### src/rtl/cbpm_pkg.sv
// Package for the CardBus power-management register bank.
// Assumes one 40 MHz clock domain and byte addresses in configuration space.
package cbpm_pkg;

    // Configuration dword and register byte addresses.
    localparam logic [7:0] CAP_DWORD_ADDR   = 8'hA0;
    localparam logic [7:0] CTRL_DWORD_ADDR  = 8'hA4;
    localparam logic [7:0] CAP_REG_OFFSET   = 8'hA2;
    localparam logic [7:0] CTRL_REG_OFFSET  = 8'hA4;
    localparam logic [7:0] EXT_REG_OFFSET   = 8'hA6;
    localparam logic [7:0] DATA_REG_OFFSET  = 8'hA7;

    // Field positions of the power control/status register.
    localparam int WAKE_FLAG_BIT    = 15;
    localparam int DATA_SCALE_HI    = 14;
    localparam int DATA_SCALE_LO    = 13;
    localparam int DATA_SELECT_HI   = 12;
    localparam int DATA_SELECT_LO   = 9;
    localparam int WAKE_EN_BIT      = 8;
    localparam int POWER_STATE_HI   = 1;
    localparam int POWER_STATE_LO   = 0;

    // Field positions of the bridge extension register.
    localparam int BUS_CTRL_ON_BIT  = 7;
    localparam int D3HOT_ACTION_BIT = 6;

    // Field position of the writable wake-from-D3cold capability bit.
    localparam int CAP_D3COLD_BIT   = 15;

    // Reset and fixed values.
    localparam logic [15:0] CAP_RESET_VALUE  = 16'hFE12;
    localparam logic [15:0] CTRL_RESET_VALUE = 16'h0000;
    localparam logic [7:0]  EXT_VALUE        = 8'hC0;
    localparam logic [7:0]  DATA_VALUE       = 8'h00;

    // Synchroniser depth for pins.
    localparam int SYNC_STAGES = 2;

    typedef enum logic [1:0] {
        CBPM_D0    = 2'b00,
        CBPM_D1    = 2'b01,
        CBPM_D2    = 2'b10,
        CBPM_D3HOT = 2'b11
    } cbpm_power_state_t;

    typedef struct packed {
        logic        wr;
        logic        rd;
        logic [7:0]  addr;
        logic [3:0]  be;
        logic [31:0] wdata;
    } cbpm_cfg_req_t;

    typedef struct packed {
        logic        valid;
        logic [31:0] rdata;
    } cbpm_cfg_rsp_t;

endpackage

### src/rtl/cbpm_pin_sync.sv
// Two-stage synchroniser for a group of asynchronous pin levels.
// Assumes the pins are levels that stay put for several clock cycles.
`timescale 1ns/1ps
module cbpm_pin_sync #(
    parameter int WIDTH = 1
) (
    input  wire logic             clk_i,
    input  wire logic             rst_b_i,
    input  wire logic [WIDTH-1:0] async_i,
    input  wire logic [WIDTH-1:0] reset_val_i,
    output logic      [WIDTH-1:0] sync_o
);

    logic [WIDTH-1:0] meta_reg;
    logic [WIDTH-1:0] sync_reg;

    // The first stage feeds only the second stage.
    genvar g;
    generate
        for (g = 0; g < WIDTH; g++) begin : g_bit
            always_ff @(posedge clk_i or negedge rst_b_i) begin
                if (!rst_b_i) begin
                    meta_reg[g] <= 1'b1;
                    sync_reg[g] <= 1'b1;
                end else begin
                    meta_reg[g] <= async_i[g];
                    sync_reg[g] <= meta_reg[g];
                end
            end
        end
    endgenerate

    // During reset the caller's idle value is shown instead of the constant ones.
    always_comb begin
        sync_o = rst_b_i ? sync_reg : reset_val_i;
    end

endmodule

### src/rtl/cbpm_regs.sv
// Power-management control and status registers of a CardBus bridge function.
// Assumes configuration accesses arrive as one-cycle strobes on clk_i, and that
// rst_b_i is the global reset while the bus reset arrives on a pin.
`timescale 1ns/1ps

// Function
// (RL1) Control/status survives the D3hot-to-D0 internal reset.
// (RL2) D3hot-to-D0 resets function registers, keeping exceptions.
// (RL3) Wake event sets status flag regardless of enable.
// (RL4) Writing one clears flag and wake output.
// (RL5) Data scale field reads zero.
// (RL6) Data select field reads zero.
// (RL7) Enable gates wake; only global reset clears.
// (RL8) Power state field reads and sets state.
// (RL9) Wake context cleared by bus reset only if disabled.
// (RL10) Reserved bits of both registers read zero.
// (RL11) Bus power/clock control bit reads one.
// (RL12) Without bus control, state leaves secondary bus alone.
// (RL13) Action bit reads one: D3hot stops secondary clock.
// (RL14) Action bit matters only with bus control on.
// (RL15) D3cold wake capability writable, global reset only.
// (RL16) Writes to read-only fields are ignored.
module cbpm_regs #(
    parameter logic [15:0] CAP_HEADER = 16'h0000
) (
    input  wire logic                   clk_i,
    input  wire logic                   rst_b_i,
    input  wire logic                   pci_bus_reset_pin_b_i,
    input  wire cbpm_pkg::cbpm_cfg_req_t cfg_req_i,
    output cbpm_pkg::cbpm_cfg_rsp_t     cfg_rsp_o,
    input  wire logic                   wake_event_i,
    output logic                        wake_pin_o,
    output logic                        wake_pin_oe_b_o,
    output logic [1:0]                  power_state_o,
    output logic                        func_reset_o,
    output logic                        wake_context_keep_o,
    output logic                        sec_clock_stop_o,
    output logic                        sec_power_off_o
);

    logic       bus_reset_sync;
    logic       bus_reset_act;
    logic [1:0] power_state_field_reg;
    logic       wake_enable_bit_reg;
    logic       wake_event_flag_reg;
    logic       cap_d3cold_reg;
    logic       func_reset_reg;
    logic       ctrl_hit;
    logic       cap_hit;
    logic       d3hot_to_d0;
    logic       flag_clear;
    logic       state_wr;
    logic       lane1_wr;
    logic [1:0] power_state_field_next;
    logic       wake_enable_bit_next;
    logic       wake_event_flag_next;
    logic       wake_pin_oe_b_reg;
    logic       sec_clock_stop_reg;
    logic       sec_power_off_reg;
    logic       bus_power_clock_ctrl_on;
    logic       d3hot_bus_action_select;
    logic [15:0] ctrl_value;
    logic [15:0] cap_value;
    logic [31:0] rdata_next;
    cbpm_pkg::cbpm_cfg_rsp_t rsp_reg;

    function automatic logic dword_hit(input logic [7:0] addr, input logic [7:0] base);
        dword_hit = (addr[7:2] == base[7:2]);
    endfunction

    function automatic logic is_d3hot(input logic [1:0] state);
        is_d3hot = (state == cbpm_pkg::CBPM_D3HOT);
    endfunction

    cbpm_pin_sync #(
        .WIDTH (1)
    ) u_bus_reset_sync (
        .clk_i       (clk_i),
        .rst_b_i     (rst_b_i),
        .async_i     (pci_bus_reset_pin_b_i),
        .reset_val_i (1'b1),
        .sync_o      (bus_reset_sync)
    );

    assign bus_reset_act = !bus_reset_sync;
    assign ctrl_hit      = cfg_req_i.wr && dword_hit(cfg_req_i.addr, cbpm_pkg::CTRL_DWORD_ADDR);
    assign cap_hit       = cfg_req_i.wr && dword_hit(cfg_req_i.addr, cbpm_pkg::CAP_DWORD_ADDR);

    // Fixed bridge extension bits.
    assign bus_power_clock_ctrl_on = cbpm_pkg::EXT_VALUE[cbpm_pkg::BUS_CTRL_ON_BIT]; // RL11
    assign d3hot_bus_action_select = cbpm_pkg::EXT_VALUE[cbpm_pkg::D3HOT_ACTION_BIT]; // RL13

    // Byte-lane write strobes of the control/status dword.
    assign state_wr = ctrl_hit && cfg_req_i.be[0];
    assign lane1_wr = ctrl_hit && cfg_req_i.be[1];

    assign d3hot_to_d0 = state_wr && is_d3hot(power_state_field_reg)
                         && (cfg_req_i.wdata[1:0] == cbpm_pkg::CBPM_D0);

    assign flag_clear = lane1_wr && cfg_req_i.wdata[cbpm_pkg::WAKE_FLAG_BIT]; // RL4

    // Power state: the internal reset never touches it, only the bus and global resets do.
    always_comb begin
        power_state_field_next = power_state_field_reg;
        if (bus_reset_act) begin
            power_state_field_next = cbpm_pkg::CBPM_D0;
        end else if (state_wr) begin
            power_state_field_next = cfg_req_i.wdata[1:0]; // RL8 RL1
        end
    end

    always_ff @(posedge clk_i or negedge rst_b_i) begin
        if (!rst_b_i) begin
            power_state_field_reg <= cbpm_pkg::CBPM_D0;
        end else begin
            power_state_field_reg <= power_state_field_next;
        end
    end

    // Wake enable is cleared only by the global reset.
    always_comb begin
        wake_enable_bit_next = wake_enable_bit_reg;
        if (lane1_wr) begin
            wake_enable_bit_next = cfg_req_i.wdata[cbpm_pkg::WAKE_EN_BIT]; // RL7
        end
    end

    always_ff @(posedge clk_i or negedge rst_b_i) begin
        if (!rst_b_i) begin
            wake_enable_bit_reg <= 1'b0;
        end else begin
            wake_enable_bit_reg <= wake_enable_bit_next;
        end
    end

    // Wake status flag; a new event wins over a clear in the same cycle.
    always_comb begin
        wake_event_flag_next = wake_event_flag_reg;
        if (wake_event_i) begin
            wake_event_flag_next = 1'b1; // RL3
        end else if (bus_reset_act && !wake_enable_bit_reg) begin
            wake_event_flag_next = 1'b0; // RL9
        end else if (flag_clear) begin
            wake_event_flag_next = 1'b0; // RL4
        end
    end

    always_ff @(posedge clk_i or negedge rst_b_i) begin
        if (!rst_b_i) begin
            wake_event_flag_reg <= 1'b0;
        end else begin
            wake_event_flag_reg <= wake_event_flag_next;
        end
    end

    // Capability bit kept across bus and internal resets for D3cold wake.
    always_ff @(posedge clk_i or negedge rst_b_i) begin
        if (!rst_b_i) begin
            cap_d3cold_reg <= cbpm_pkg::CAP_RESET_VALUE[cbpm_pkg::CAP_D3COLD_BIT];
        end else if (cap_hit && cfg_req_i.be[3]) begin
            cap_d3cold_reg <= cfg_req_i.wdata[31]; // RL15
        end
    end

    // One-cycle reset for the rest of the function, issued a cycle after the write.
    always_ff @(posedge clk_i or negedge rst_b_i) begin
        if (!rst_b_i) begin
            func_reset_reg <= 1'b0;
        end else begin
            func_reset_reg <= d3hot_to_d0; // RL2
        end
    end

    assign func_reset_o        = func_reset_reg; // RL2
    assign wake_context_keep_o = wake_enable_bit_reg; // RL2 RL9
    assign power_state_o       = power_state_field_reg;

    // Pin-level outputs are registered from the next values, so the open-drain enable
    // cannot glitch while flag and enable change together, and no cycle is lost.
    always_ff @(posedge clk_i or negedge rst_b_i) begin
        if (!rst_b_i) begin
            wake_pin_oe_b_reg  <= 1'b1;
            sec_clock_stop_reg <= 1'b0;
            sec_power_off_reg  <= 1'b0;
        end else begin
            wake_pin_oe_b_reg  <= !(wake_event_flag_next && wake_enable_bit_next); // RL7 RL4
            sec_clock_stop_reg <= bus_power_clock_ctrl_on && d3hot_bus_action_select
                                  && is_d3hot(power_state_field_next); // RL12 RL14
            sec_power_off_reg  <= bus_power_clock_ctrl_on && !d3hot_bus_action_select
                                  && is_d3hot(power_state_field_next); // RL12 RL14
        end
    end

    // Open-drain wake pin: enable is low while pulling the wire low.
    assign wake_pin_o       = 1'b0;
    assign wake_pin_oe_b_o  = wake_pin_oe_b_reg;
    assign sec_clock_stop_o = sec_clock_stop_reg;
    assign sec_power_off_o  = sec_power_off_reg;

    // Read-only fields are built from constants, so writes cannot reach them.
    always_comb begin
        ctrl_value = cbpm_pkg::CTRL_RESET_VALUE; // RL5 RL6 RL10 RL16
        ctrl_value[cbpm_pkg::WAKE_FLAG_BIT] = wake_event_flag_reg;
        ctrl_value[cbpm_pkg::WAKE_EN_BIT] = wake_enable_bit_reg;
        ctrl_value[cbpm_pkg::POWER_STATE_HI:cbpm_pkg::POWER_STATE_LO] = power_state_field_reg;
        cap_value = cbpm_pkg::CAP_RESET_VALUE; // RL16
        cap_value[cbpm_pkg::CAP_D3COLD_BIT] = cap_d3cold_reg;
    end

    always_comb begin
        rdata_next = 32'h0000_0000;
        if (dword_hit(cfg_req_i.addr, cbpm_pkg::CTRL_DWORD_ADDR)) begin
            rdata_next = {cbpm_pkg::DATA_VALUE, cbpm_pkg::EXT_VALUE, ctrl_value}; // RL10 RL11
        end else if (dword_hit(cfg_req_i.addr, cbpm_pkg::CAP_DWORD_ADDR)) begin
            rdata_next = {cap_value, CAP_HEADER};
        end
    end

    // Read answer one cycle after the strobe; unmapped dwords read zero.
    always_ff @(posedge clk_i or negedge rst_b_i) begin
        if (!rst_b_i) begin
            rsp_reg <= '0;
        end else begin
            rsp_reg.valid <= cfg_req_i.rd;
            rsp_reg.rdata <= cfg_req_i.rd ? rdata_next : 32'h0000_0000;
        end
    end

    assign cfg_rsp_o = rsp_reg;

endmodule

### config.mk
export PLATFORM = sky130hd
export DESIGN_NAME = cbpm_regs
export DESIGN_NICKNAME = d
export VERILOG_FILES = /design/src/rtl/cbpm_pkg.sv /design/src/rtl/cbpm_pin_sync.sv /design/src/rtl/cbpm_regs.sv
export SDC_FILE = /design/constraint.sdc
export NUM_CORES = 1
export LEC_CHECK = 0
export ABC_CLOCK_PERIOD_IN_PS = 1300
export BUFFER_PORTS_ARGS = -buffer_cell sky130_fd_sc_hd__buf_4
export CAP_MARGIN = 25
export CORE_ASPECT_RATIO = 0.8
export CORE_UTILIZATION = 35
export DETAILED_ROUTE_END_ITERATION = 8
export PLACE_DENSITY = 0.88
export REMOVE_ABC_BUFFERS = 1
export SKIP_LAST_GASP = 1
export SYNTH_ARGS = -nofsm -noshare
export SYNTH_HDL_FRONTEND = slang
export SYNTH_SLANG_ARGS = --single-unit
### constraint.sdc
create_clock -name clk_i -period 1.3 [get_ports clk_i]
set_input_delay 0.26 -clock clk_i [delete_from_list [all_inputs] [get_ports clk_i]]
set_output_delay 0.26 -clock clk_i [all_outputs]
set_load 0.01 [all_outputs]
==> reports/metrics.yaml <==
power_and_ir_drop:
  p_per_area_nw_per_um2: 886
  vdd_drop_max_uv: 580
  p_leak_nw: 0.638
  p_total_mw: 1.08
clock_network:
  cts.sinks: 18
  cts_buffer_depth: 2
  post-cts-setup-buffers: 0
  cts_root_buffer: "clkbuf_4"
  clk_pin_slew_ns: 0.10
  cts_tree: "built"
  clkLatencyLatePin_ns: 0.29
  cts_made_buffers: 3
  cts-htree-levels: 1
global_route:
  grt_pass1_vias: 596
  grt_overflow_total: 0
  grt_max_degree: 12
  grt_pass1_wl_um: 2420
  antenna_found_initial: 0
  grt_usage_pct: 12.3
timing:
  fin_crit_ns: 1.25
  worst_slack_ns: 0.0456
  max_freq_mhz: 797
  hold_viol_final: 0
  finalSetupViolations: 0
  whs_ns: 0.0649
  slew_viol_final: 0
  finalCritPeriodShare_pct: 96.5
  fin_skew_ns: 0.00377
layout:
  drive_gt1_share_pct: 50.0
  finalNonFillerCells: 158
  final_nets: 173
  syn_to_final_growth_pct: 31.1
  largest_reg_flops: 8
  n_antenna_cell: 0
routing:
  drc: 0
  ant_nets: 0
  wire_per_inst_um: 10.3
  drtIter0Drc: 2
  via_per_inst: 4.05
  vias: 640
  routed_wl_um: 1630
  drt-pass1-iter-count: 3
worst_setup_path:
  cp_cell_sequence: "dlygate4sd3_1, buf_6, nand2b_1, o21ai_1, a21oi_1, or2_1"
  worst-path-stages: 6
  critPathCaptureType: "flip-flop"
  rr_worst_depth: 5
  crit_path_max_incr_delay_ns: 0.56
  path_buf_inv: 2
  cp.arrival_ns: 1.44
  r2r_start: "u_bus_reset_sync.sync_reg"
  rrSetupSlack_ns: 0.23
  slowest_stage: "dlygate4sd3_1"
  start_kind: "input pin"
  cp_top_family: "buffers and inverters"
  critPathKind: "in2reg"
  critPathLaunch: "rst_b_i"
  path_max_fanout: 10
  crit_required_ns: 1.49
synthesis:
  ys_seq_elements: 18
  syn_area_per_cell_um2: 11.4
  yosysSeqAreaShare_pct: 48.7
  yosysWarningCount: 0
  yosysUniqueCellTypes: 23
  syn_area_um2: 935
  netlist_instances: 82
min_path:
  hp-class: "in2reg"
  holdPathStages: 1
  worstHoldStart: "pci_bus_reset_pin_b_i"
die:
  start_util_pct: 37.7
  die_y_um: 48.2
  pin_count: 91
  fp.dieW_um: 59.8
  die-area_um2: 2880
  rows: 16
  coreArea_um2: 2480
placement:
  port-buffer-count: 41
  place_ws_ns: -0.0745
  dpl.cell_count: 153
  gp_congestion: 0.708
  detailed_place_hpwl_um: 1390
flow_run:
  maxCapViolations: 0
run_status:
  status: "complete, no violations"
==> power breakdown <==
part,internal (mW),total (mW),switching [mW],leakage (nW)
sequential,0.581,0.589,0.00787,0.231
clock,0.171,0.340,0.169,0.0210
combinational,0.0752,0.156,0.0810,0.386
==> cells by family (layout without fill, tap and decap cells) <==
logic type / after synthesis / after routing / share of synthesized area, %
buf+inv: 28 / 50 / 22.1
simple gates: 27 / 27 / 21.7
flops: 18 / 18 / 48.7
compound gates: 4 / 4 / 2.54
mux: 4 / 4 / 4.55
other cells: 1 / 19 / 0.401
==> worst reg2reg max path: stages, from the launching register on <==
cell and delay [ns]:
dfstp_2 0.54, nand2b_1 0.09, o21ai_1 0.06, a21oi_1 0.15, buf_4 0.13, o21ai_2 0.04
==> path summary, 6_finish.rpt <==
path / to
worst max-delay path: wake_event_flag_reg
worst min-delay path: u_bus_reset_sync.meta_reg
worst max register to register: wake_pin_oe_b_o
worst min register to register: u_bus_reset_sync.sync_reg
max in group asynchronous: cap_d3cold_reg
min in group asynchronous: wake_event_flag_reg
==> cells in the mapped netlist, drive strengths merged <==
cell | instances | area share (%)
a21oi | 2 | 1.1
and2 | 5 | 3.3
nor2b | 2 | 1.3
dfstp | 4 | 11
nand2b | 2 | 1.3
or2 | 2 | 1.3
buf | 27 | 22
nand4 | 1 | 0.67
mux2i | 2 | 2.1
dfrtp | 14 | 37
o21ai | 2 | 1.5
nand2 | 3 | 1.2
inv | 1 | 0.40
nor2 | 5 | 2.0
mux2 | 2 | 2.4
nor3 | 2 | 3.5
nor3b | 1 | 1.3
nand3 | 2 | 1.1
conb | 1 | 0.40
nand4bb | 1 | 2.9
nor4b | 1 | 1.6
==> cell usage in the layout, fill, tap and decap left out <==
master,count
buf_4,43
dfrtp_1,14
nor3_4,2
nand4_1,1
dfstp_2,4
and2_1,5
nand3_1,2
nand2_1,3
nor4b_2,1
mux2i_1,2
nor2b_1,2
buf_6,1
o21ai_1,1
clkbuf_8,1
a21oi_1,2
clkbuf_4,3
nor3b_2,1
or2_2,1
nand2b_1,2
nor2_1,5
inv_1,1
o21ai_2,1
dlygate4sd3_1,1
or2_1,1
mux2_2,2
conb_1,19
nand4bb_4,1
==> per-stage QoR <==
step | area, um2 | setup TNS, ns | utilization, %
2_1_floorplan | 800 | 0 | -
3_3_place_gp | 1170 | -0.0945 | 47.3
3_5_place_dp | 1170 | -0.256 | 47.3
4_1_cts | 1220 | 0 | 49.2
5_1_grt | 1220 | -0.00138 | 49.3
6_report | 1220 | 0 | 49.3
==> layout make-up <==
type | count | area [um2]
well taps | 36 | 45.0
fillers | 236 | 1260
inverters | 1 | 3.75
repair buffers | 45 | 344
clock buffers | 4 | 36.3
flip-flops and latches | 18 | 455
multi-input cells | 54 | 340
==> routing by layer <==
layer	GRT usage, %	routed length (um)	vias up
met3	4.77	150	0
met2	25.6	897	40
met4	2.79	0	0
met5	0	0	-
li1	-	-	299
met1	11.6	577	301
==> timing repair <==
| item | 4_1_cts | 5_1_grt |
|---|---|---|
| hold endpoints to repair | 17 | 0 |
| setup endpoints to repair | 0 | 2 |
| gates resized for setup | 0 | 2 |
| hold buffers | 1 | 0 |
(Power assumes the default switching activity.)
